<file path="config.mk">
export PLATFORM = sky130hd
export DESIGN_NAME = mac_ctrl
export DESIGN_NICKNAME = d
export VERILOG_FILES = /design/src/include/mac_pkg.sv /design/src/verilog/mac_ctrl.sv
export VERILOG_INCLUDE_DIRS = /design/src /design/src/include
export SDC_FILE = /design/constraint.sdc
export NUM_CORES = 1
export LEC_CHECK = 0
export BUFFER_PORTS_ARGS = -buffer_cell sky130_fd_sc_hd__buf_2
export CORE_ASPECT_RATIO = 0.75
export CORE_MARGIN = 2
export CORE_UTILIZATION = 45
export DETAILED_ROUTE_END_ITERATION = 12
export REMOVE_ABC_BUFFERS = 1
export SLEW_MARGIN = 10
export SYNTH_ARGS = -nofsm -noshare
export SYNTH_HDL_FRONTEND = slang
export SYNTH_SLANG_ARGS = --single-unit
</file>
<file path="constraint.sdc">
create_clock -name clk -period 2.7 [get_ports clk]
set_input_delay 0.54 -clock clk [delete_from_list [all_inputs] [get_ports clk]]
set_output_delay 0.54 -clock clk [all_outputs]
set_load 0.03 [all_outputs]
</file>
<file path="src/include/mac_map.svh">
// Register offsets, field positions, reset values and counts of the monitor converter control
`ifndef MAC_MAP_SVH
`define MAC_MAP_SVH

// ----------------------------------------------------------------------
// Register offsets
// ----------------------------------------------------------------------
`define MAC_CONVERTER_CONTROL_OFS 8'hE4
`define MAC_RESULT_BASE_OFS       8'hD0
`define MAC_RESULT_LAST_OFS       8'hDB

// ----------------------------------------------------------------------
// Converter control fields
// ----------------------------------------------------------------------
`define MAC_HALT_BIT              0
`define MAC_CHAN_LSB              1
`define MAC_CHAN_MSB              3
`define MAC_ALERT_EN_BIT          4
`define MAC_BUSY_BIT              5

// ----------------------------------------------------------------------
// Reset values and counts
// ----------------------------------------------------------------------
`define MAC_HALT_RESET            1'h0
`define MAC_ALERT_EN_RESET        1'h0
`define MAC_CHAN_RESET            3'h0
`define MAC_NUM_CHANNELS          6
`define MAC_RESULT_WIDTH          10

`endif

</file>
<file path="src/include/mac_pkg.sv">
// Types shared by the monitor converter control logic
package mac_pkg;

  // ----------------------------------------------------------------------
  // Channel codes
  // ----------------------------------------------------------------------
  typedef enum logic [2:0] {
    CH_SOURCE_VOLTAGE_ONE = 3'h0,
    CH_SOURCE_VOLTAGE_TWO = 3'h1,
    CH_AUX_INPUT_ONE      = 3'h2,
    CH_AUX_INPUT_TWO      = 3'h3,
    CH_SENSE_CURRENT_ONE  = 3'h4,
    CH_SENSE_CURRENT_TWO  = 3'h5
  } mac_chan_e;

  // ----------------------------------------------------------------------
  // Register access from the management bus engine
  // ----------------------------------------------------------------------
  typedef struct packed {
    logic [7:0] addr;
    logic       wr;
    logic [7:0] wdata;
  } mac_req_s;

  // ----------------------------------------------------------------------
  // Converter core request
  // ----------------------------------------------------------------------
  typedef struct packed {
    logic       start;
    logic [2:0] chan;
  } mac_conv_s;

endpackage : mac_pkg

</file>
<file path="src/verilog/mac_ctrl.sv">
// Conversion control, busy status, alert pull-down and result bytes of the monitor converter
//
// Summary of operation
// - Busy status reads at bit five, read-only
// - Busy high free-running or single shot queued/running; low otherwise
// - Alert enable pulls alert low after measurement
// - Halted channel write of a code 000-101 starts exactly one measurement
// - Codes 000-101 pick sources, aux, sense currents
// - Stop bit halts converter; clearing resumes free-run
// - Result split: high byte 9..2, low top
`timescale 1ns/10ps
`include "mac_map.svh"

module mac_ctrl
  import mac_pkg::*;
#(
  parameter int NUM_CH = `MAC_NUM_CHANNELS,
  parameter int RES_W  = `MAC_RESULT_WIDTH
) (
  // Clock and reset
  input  wire logic             clk,
  input  wire logic             rst_b,
  // Register access from the management bus engine
  input  wire mac_req_s         reg_req,
  output logic [7:0]            reg_rdata,
  // Converter core
  output mac_conv_s             conv,
  input  wire logic             conv_done,
  input  wire logic [RES_W-1:0] conv_result,
  // Open-drain alert pin
  output logic                  alert_o,
  output logic                  alert_oe
);

  // ----------------------------------------------------------------------
  // Declarations
  // ----------------------------------------------------------------------
  typedef enum logic [1:0] {ST_IDLE, ST_RUN, ST_SHOT, ST_DRAIN} mac_state_e;

  mac_state_e state_reg;
  logic       halt_reg;
  logic       alert_en_reg;
  logic [2:0] chan_reg;
  logic       shot_pend_reg;
  logic       alert_pend_reg;
  logic [2:0] rr_reg;
  logic [2:0] cur_ch_reg;
  logic [7:0] res_hi_reg [NUM_CH];
  logic [1:0] res_lo_reg [NUM_CH];
  logic       busy;
  logic       ctrl_wr;
  logic       res_wr;
  logic [3:0] res_idx;
  logic       store;
  logic       shot_req;
  logic       shot_take;

  // Valid codes stop at the second sense current
  function automatic logic chan_ok(input logic [2:0] c);
    return c <= 3'(CH_SENSE_CURRENT_TWO);
  endfunction : chan_ok

  // Result bytes sit in one window, two per channel
  function automatic logic res_hit(input logic [7:0] a);
    return (a >= `MAC_RESULT_BASE_OFS) && (a <= `MAC_RESULT_LAST_OFS);
  endfunction : res_hit

  // ----------------------------------------------------------------------
  // Decode
  // ----------------------------------------------------------------------
  assign ctrl_wr = reg_req.wr && (reg_req.addr == `MAC_CONVERTER_CONTROL_OFS);
  assign res_idx = 4'(reg_req.addr - `MAC_RESULT_BASE_OFS);
  assign res_wr  = reg_req.wr && halt_reg && res_hit(reg_req.addr);
  assign store   = conv_done && ((state_reg == ST_RUN) || (state_reg == ST_SHOT));
  // A write that sets stop from free-run idle only halts; the free-run start launched on that edge is drained in ST_DRAIN
  assign shot_req  = ctrl_wr && reg_req.wdata[`MAC_HALT_BIT]
                     && chan_ok(reg_req.wdata[`MAC_CHAN_MSB:`MAC_CHAN_LSB])
                     && (halt_reg || (state_reg != ST_IDLE));
  assign shot_take = (state_reg == ST_IDLE) && halt_reg && shot_pend_reg;

  // ----------------------------------------------------------------------
  // Busy status
  // ----------------------------------------------------------------------
  // A queued single shot counts as converting so software never sees a gap
  assign busy = !halt_reg || (state_reg == ST_SHOT) || shot_pend_reg;

  // ----------------------------------------------------------------------
  // Control register
  // ----------------------------------------------------------------------
  always_ff @(posedge clk or negedge rst_b) begin
    if (!rst_b) begin
      halt_reg     <= `MAC_HALT_RESET;
      alert_en_reg <= `MAC_ALERT_EN_RESET;
      chan_reg     <= `MAC_CHAN_RESET;
    end else if (ctrl_wr) begin
      halt_reg     <= reg_req.wdata[`MAC_HALT_BIT];
      alert_en_reg <= reg_req.wdata[`MAC_ALERT_EN_BIT];
      chan_reg     <= reg_req.wdata[`MAC_CHAN_MSB:`MAC_CHAN_LSB];
    end
  end

  // ----------------------------------------------------------------------
  // Conversion sequencer
  // ----------------------------------------------------------------------
  always_ff @(posedge clk or negedge rst_b) begin
    if (!rst_b) begin
      state_reg     <= ST_IDLE;
      rr_reg        <= 3'h0;
      cur_ch_reg    <= 3'h0;
      conv          <= '0;
    end else begin
      conv.start <= 1'h0;
      case (state_reg)
        ST_IDLE: begin
          // Rotation resumes where it stopped, so a halt never starves a channel
          if (!halt_reg) begin
            conv.start <= 1'h1;
            conv.chan  <= rr_reg;
            cur_ch_reg <= rr_reg;
            rr_reg     <= (rr_reg == 3'(NUM_CH - 1)) ? 3'h0 : 3'(rr_reg + 3'h1);
            state_reg  <= ST_RUN;
          end else if (shot_pend_reg) begin
            conv.start    <= 1'h1;
            conv.chan     <= chan_reg;
            cur_ch_reg    <= chan_reg;
            state_reg     <= ST_SHOT;
          end
        end
        ST_RUN: begin
          // Halting mid-conversion waits in ST_DRAIN for the done pulse and throws the result away
          if (halt_reg) begin
            state_reg <= conv_done ? ST_IDLE : ST_DRAIN;
          end else if (conv_done) begin
            state_reg <= ST_IDLE;
          end
        end
        ST_SHOT: begin
          if (conv_done) begin
            state_reg <= ST_IDLE;
          end
        end
        ST_DRAIN: begin
          if (conv_done) begin
            state_reg <= ST_IDLE;
          end
        end
        default: begin
          state_reg <= ST_IDLE;
        end
      endcase
    end
  end

  // ----------------------------------------------------------------------
  // Single-shot queue
  // ----------------------------------------------------------------------
  // A new request in the cycle the old one launches wins, so no write is lost
  always_ff @(posedge clk or negedge rst_b) begin
    if (!rst_b) begin
      shot_pend_reg <= 1'h0;
    end else if (shot_req) begin
      shot_pend_reg <= 1'h1;
    end else if (shot_take) begin
      shot_pend_reg <= 1'h0;
    end
  end

  // ----------------------------------------------------------------------
  // Result bytes
  // ----------------------------------------------------------------------
  always_ff @(posedge clk or negedge rst_b) begin
    if (!rst_b) begin
      for (int i = 0; i < NUM_CH; i++) begin
        res_hi_reg[i] <= 8'h00;
        res_lo_reg[i] <= 2'h0;
      end
    end else if (store && !(state_reg == ST_RUN && halt_reg)) begin
      res_hi_reg[cur_ch_reg] <= conv_result[RES_W-1:RES_W-8];
      res_lo_reg[cur_ch_reg] <= conv_result[1:0];
    end else if (res_wr) begin
      // Results are writable only while halted; a single-shot store in the same cycle wins over the write
      if (res_idx[0]) begin
        res_lo_reg[res_idx[3:1]] <= reg_req.wdata[7:6];
      end else begin
        res_hi_reg[res_idx[3:1]] <= reg_req.wdata;
      end
    end
  end

  // ----------------------------------------------------------------------
  // Alert pull-down
  // ----------------------------------------------------------------------
  always_ff @(posedge clk or negedge rst_b) begin
    if (!rst_b) begin
      alert_pend_reg <= 1'h0;
    end else if (store && alert_en_reg) begin
      alert_pend_reg <= 1'h1;
    end else if (ctrl_wr || !alert_en_reg) begin
      alert_pend_reg <= 1'h0;
    end
  end

  // Open-drain pin: data held low, the enable alone pulls the line
  assign alert_o  = 1'h0;
  assign alert_oe = alert_pend_reg;

  // ----------------------------------------------------------------------
  // Read data
  // ----------------------------------------------------------------------
  always_ff @(posedge clk or negedge rst_b) begin
    if (!rst_b) begin
      reg_rdata <= 8'h00;
    end else if (reg_req.addr == `MAC_CONVERTER_CONTROL_OFS) begin
      reg_rdata <= {2'h0, busy, alert_en_reg, chan_reg, halt_reg};
    end else if (res_hit(reg_req.addr)) begin
      // Odd offsets are the low byte; its tail reads as zero
      reg_rdata <= res_idx[0] ? {res_lo_reg[res_idx[3:1]], 6'h00}
                              : res_hi_reg[res_idx[3:1]];
    end else begin
      reg_rdata <= 8'h00;
    end
  end

endmodule : mac_ctrl

</file>
== After elaboration in Yosys (flattened, before gate mapping) ==
Index checks and enable logic that the tools add are counted.

* Add/sub/neg operators: 2
* Multiply operators: 0
* Div/mod/pow operators: 0
* Magnitude comparators: 7
* Eq/ne operators: 8
* Shift-type cells: 0
* Multiplexer cells: 43
* Bitwise operators: 3
* Reduce and logical (&&, ||, !) cells: 34

{| class="wikitable"
|+ Operators by type and width
! cell !! count
|-
| $mux 48 || 3
|-
| $bwmux 48 || 2
|-
| $mux 8 || 7
|-
| $demux 8 s3 || 2
|-
| $mux 12 || 3
|-
| $bmux 8 s3 || 1
|-
| $bwmux 12 || 2
|-
| $mux 2 || 9
|-
| $logic_and 1x1->1 || 15
|-
| $demux 2 s3 || 2
|-
| $mux 4 || 3
|-
| $reduce_bool 2->1 || 5
|-
| $mux 3 || 3
|-
| $eq 8x8->1 const B || 1
|-
| $ge 4x4->1 const B || 2
|-
| $ge 8x8->1 const B || 1
|-
| $le 8x8->1 const B || 1
|-
| $lt 4x1->1 const B || 2
|-
| $not 3->4 || 2
|-
| $reduce_and 2->1 || 4
|-
| $bmux 2 s3 || 1
|-
| $pmux 2 s3 || 1
|-
| $logic_or 1x1->1 || 5
|-
| $eq 2x2->1 const B || 2
|-
| other kinds (12) || 18
|}

* Register bits: 87
* Bits in latches: 0
* Memory bits (writable): 0
* Memory bits (read-only): 0
* Output and inout bits: 14
* Memories: 0

== Longest topological paths before layout ==
* Depth after elaboration: 10
* Gate-level depth with buffers: 8
* Mapped depth without buffers: 6

== Least setup slack after synthesis ==
OpenSTA, ideal clock, no wires.

* Path type: register to register
* Start: register state_reg[1]
* End: register res_hi_reg[10] (netlist bit)
* Arrival time: 1.964 ns
* Slack: 0.611 ns
* Cell stages (with the launch flop): 9
* Buffers on the path: 2
* Period minus slack after synthesis: 2.089 ns
* Cell sequence: dfrtp_1 -> inv_1 -> ha_1 -> nand2_1 -> buf_2 -> and3_1 -> buf_2 -> a41oi_2 -> mux2_2

* Longest elaborated chain between the ends: 6

{| class="wikitable"
|+ Ends and longest elaborated chain
! element !! RTL line !! source
|-
| from (decl) || mac_ctrl.sv:40 || <nowiki>mac_state_e state_reg;</nowiki>
|-
| from (signal assigned) || mac_ctrl.sv:132 || <nowiki>state_reg <= conv_done ? ST_IDLE : ST_DRAIN;</nowiki>
|-
| $eq 2x1->1 or $eq 2x2->1 (tied branches) || mac_ctrl.sv:74, mac_ctrl.sv:177 ||
|-
| $logic_or 1x1->1 or $logic_and 1x1->1 (tied branches) || mac_ctrl.sv:74, mac_ctrl.sv:177 ||
|-
| $logic_and 1x1->1 or $logic_not 1->1 (tied branches) || mac_ctrl.sv:74, mac_ctrl.sv:177 ||
|-
| $logic_and 1x1->1 * || mac_ctrl.sv:177 || <nowiki>end else if (store && !(state_reg == ST_RUN && halt_reg)) begin</nowiki>
|-
| $ne 2x1->1 (no line) or $reduce_bool 2->1 (tied branches) || -- ||
|-
| $reduce_and 2->1 (no line) || -- ||
|-
| to (signal, indexed assignment) || mac_ctrl.sv:178 || <nowiki>res_hi_reg[cur_ch_reg] <= conv_result[RES_W-1:RES_W-8];</nowiki>
|-
| to (signal, indexed assignment) || mac_ctrl.sv:185 || <nowiki>res_hi_reg[res_idx[3:1]] <= reg_req.wdata;</nowiki>
|-
| to (decl) || mac_ctrl.sv:48 || <nowiki>logic [7:0] res_hi_reg [NUM_CH];</nowiki>
|}

Mark *: on every way between the ends. The rest lies on a longest branch, timed or not.
A chain may end at the register's enable or synchronous reset.

== Worst setup path in the final report ==
* Start: register state_reg[0]
* End: register res_hi_reg[27] (netlist bit)

Same word-level chain as after synthesis.

==> flow_metrics.env <==
export IMPL_slew_violations=0
export IMPL_ios=44
export IMPL_fp_coreArea_um2=10500
export IMPL_path_max_fanout=13
export IMPL_reg2reg_setup_slack_ps=260
export IMPL_ys_warnings_count=0
export IMPL_wl_per_cell_um=23.9
export IMPL_dp_hpwl_um=10200
export IMPL_tritoncts="yes"
export IMPL_cts_setup_buffers=0
export IMPL_synth_top_cell_area_share_pct=44.4
export IMPL_htreeDepth=3
export IMPL_tightest_slew_ps=819
export IMPL_final_common_cell="dfrtp_1"
export IMPL_finClkSkew_ps=9.12
export IMPL_maxSlewHeadroom_pct=45.3
export IMPL_cp_buffers_inverters=1
export IMPL_final_hold_viol_count=0
export IMPL_path_cells="inv_1, ha_1, and2_1, and3_1, a31o_2, mux2_2"
export IMPL_crit_family="simple AND/OR/NAND/NOR gates"
export IMPL_cap_violations=0
export IMPL_synth_compound_area_share_pct=22.7
export IMPL_cellLeakagePower_uw=0.00251
export IMPL_synth_simple_gate_area_share_pct=9.86
export IMPL_vias_per_cell=6.54
export IMPL_synth_fa_ha_area_share_pct=1.02
export IMPL_yosys_cell_types_count=61
export IMPL_critPathKind="reg -> reg"
export IMPL_clk_pin_slew_ps=70
export IMPL_cp_data_required_time_ps=2920
export IMPL_postLayoutCellArea_um2=5630
export IMPL_worstSetupStartpoint="state_reg[0]"
export IMPL_power_density_nw_per_um2=877
export IMPL_synth_avg_cell_area_um2=11.7
export IMPL_gp_congestion=0.860
export IMPL_rsz0062_at_grt="false"
export IMPL_antenna_found_initial=1
export IMPL_syn_inst=420
export IMPL_drive_above_1_share_pct=32.7
export IMPL_rr_worst_depth=6
export IMPL_grt_pass1_wl_um=23300
export IMPL_synth_area_um2=4900
export IMPL_start_util_pct=46.9
export IMPL_synthTopCellsByArea="dfrtp_1, mux2_2, a32o_1, mux2i_1, a22o_1"
export IMPL_dp_cells=588
export IMPL_run_status="completed"
export IMPL_cts_num_sinks=87
export IMPL_timing_hold_ws_ps=202
export IMPL_fillers=939
export IMPL_synthToLayoutAreaGrowth_pct=14.9
export IMPL_critPathLaunchType="flop"
export IMPL_period_needed_ps=2440
export IMPL_dieArea_um2=11700
export IMPL_max_freq_mhz=410
export IMPL_cts_buffers_inserted=9
export IMPL_synth_top_family_by_area="compound AO/OA/AOI/OAI gates"
export IMPL_fin_crit_sh_pct=90.4
export IMPL_ant_nets=0
export IMPL_largest_reg_flops=48
export IMPL_drtPass1Iterations=5
export IMPL_cts_buffer_depth=2
export IMPL_r2r_start="state_reg[0]"
export IMPL_final_cell_mix="dfrtp_1, mux2_2, buf_2, a32o_1, buf_4"
export IMPL_irDropWorstVdd_mv=0.504
export IMPL_ys_flop_type="dfrtp_1"
export IMPL_dieHeight_um=94.4
export IMPL_yosys_area_share_xor_xnor_pct=0.179
export IMPL_clockRootBuffer="clkbuf_16"
export IMPL_cp_data_arrival_time_ps=2660
export IMPL_yosys_register_bits=87
export IMPL_wirelength_um=14400
export IMPL_rows=32
export IMPL_cp_end_kind="flop"
export IMPL_first_global_vias=3902
export IMPL_hold_class="in -> async"
export IMPL_grt_max_degree=47
export IMPL_die_x_um=124
export IMPL_fin_nets=497
export IMPL_rr_endpoint="res_hi_reg[27]"
export IMPL_muxShareOfSynthArea_pct=18.2
export IMPL_synth_area_leader_cell="dfrtp_1"
export IMPL_grt_ovfl_total=0
export IMPL_place_area_um2=5320
export IMPL_clk_latency_ps=340
export IMPL_ys_seq_area_share_pct=44.4
export IMPL_remaining_drc_errors=0
export IMPL_grt_usage_pct=25.9
export IMPL_drt_iter0_markers=310
export IMPL_num_vias=3948
export IMPL_port_buffers=42
export IMPL_fin_cells=604
export IMPL_diodes=0
export IMPL_synthArstFlopShare_pct=100
export IMPL_worst_path_max_delay_cell="and2_1"
export IMPL_cpPeakStageDelay_ps=480
export IMPL_synth_edf_count=0
export IMPL_finalSetupViolations=0
-- cell families after synthesis --
logic type               Yosys count
adder cells (fa/ha/maj)            4
AO/OA/AOI/OAI                    126
buffers and inverters             38
AND/OR/NAND/NOR                   87
flip-flops                        87
XOR/XNOR                           1
multiplexers                      76
other                              1
-- worst max-delay path by stage --
stage                     slack (ps)  depth (start not counted)              to
after floorplan                 -360                          6  res_hi_reg[40]
after global placement           250                          5  res_hi_reg[35]
after detailed placement         180                          6   res_hi_reg[2]
after CTS                        160                          6   res_hi_reg[4]
after global routing             130                          6  res_hi_reg[27]
final                            260                          6  res_hi_reg[27]
-- where the power goes --
| group | switching (µW) | leakage (µW) | total [µW] | internal [µW] |
|---|---|---|---|---|
| clock network | 554 | 0.000143 | 1280 | 729 |
| registers | 307 | 0.00116 | 2060 | 1760 |
| logic | 851 | 0.00120 | 1590 | 740 |
-- worst reg2reg max path: cells and delay by family (launching register included) --
family | cells | cell delay (ps)
buffers and inverters | 1 | 90
and+or+nand+nor | 2 | 850
adders and majority gates | 1 | 320
AOI/OAI and AO/OA | 1 | 290
muxes | 1 | 380
DFF | 1 | 400
-- per-stage QoR --
step / total power (µW) / worst slack, ps / util (%) / setup TNS, ps
floorplan: 3060 / -358 / - / -3110
global placement: 3590 / 245 / 50.9 / 0
detailed placement: 3640 / 178 / 50.9 / 0
CTS: 4940 / 155 / 53.8 / 0
global route: 5220 / 127 / 53.9 / 0
finish: 4940 / 260 / 53.9 / 0
-- repair_timing --
| item | CTS | global route |
|---|---|---|
| setup endpoints to repair | 0 | 8 |
| hold buffers | 0 | 0 |
| resized for setup | 0 | 1 |
-- metal layers --
metal | track usage [%] | vias up | part of all wire (%)
met5 | 0 | - | 0.090
met4 | 5.34 | 2 | 1.3
met3 | 6.80 | 20 | 8.1
met2 | 38.5 | 168 | 44
met1 | 38.4 | 2011 | 47
li1 | - | 1747 | -
-- cell usage after synthesis, types with 2 or more instances --
| library cell | instances |
|---|---|
| nor3_1 | 11 |
| a22oi_1 | 11 |
| mux2i_1 | 18 |
| a31oi_1 | 2 |
| clkbuf_1 | 17 |
| nor2b_1 | 6 |
| nand2_1 | 15 |
| a41o_1 | 2 |
| buf_2 | 10 |
| a21oi_1 | 3 |
| nand4_1 | 2 |
| o21ai_0 | 8 |
| mux2_2 | 53 |
| nor2_1 | 13 |
| a32o_1 | 30 |
| o41ai_1 | 2 |
| and2_1 | 4 |
| nand2b_1 | 4 |
| or3_1 | 3 |
| and3b_1 | 2 |
| o221ai_1 | 2 |
| inv_1 | 5 |
| mux4_2 | 5 |
| and3_1 | 4 |
| a221o_1 | 6 |
| a22o_1 | 19 |
| buf_6 | 2 |
| o22ai_1 | 4 |
| buf_1 | 3 |
| nand3_1 | 8 |
| o2bb2ai_1 | 10 |
| o21ai_4 | 2 |
| nor4b_1 | 2 |
| nor3b_1 | 3 |
| o311a_1 | 2 |
| nand3b_1 | 4 |
| a211oi_2 | 3 |
| o21a_1 | 8 |
| dfrtp_1 | 87 |
| ha_1 | 4 |
-- area by class of cell --
cell class / count / area [µm²] / area share [%]
multi-input cells: 295 / 2560 / 45.5
flip-flops and latches: 87 / 2180 / 38.7
repair buffers: 65 / 398 / 7.07
clock buffers: 9 / 225 / 4.00
well taps: 136 / 170 / 3.02
clock inverters: 7 / 80.1 / 1.42
inverters: 5 / 18.8 / 0.333
No activity file was read; power rests on OpenSTA's default activity.
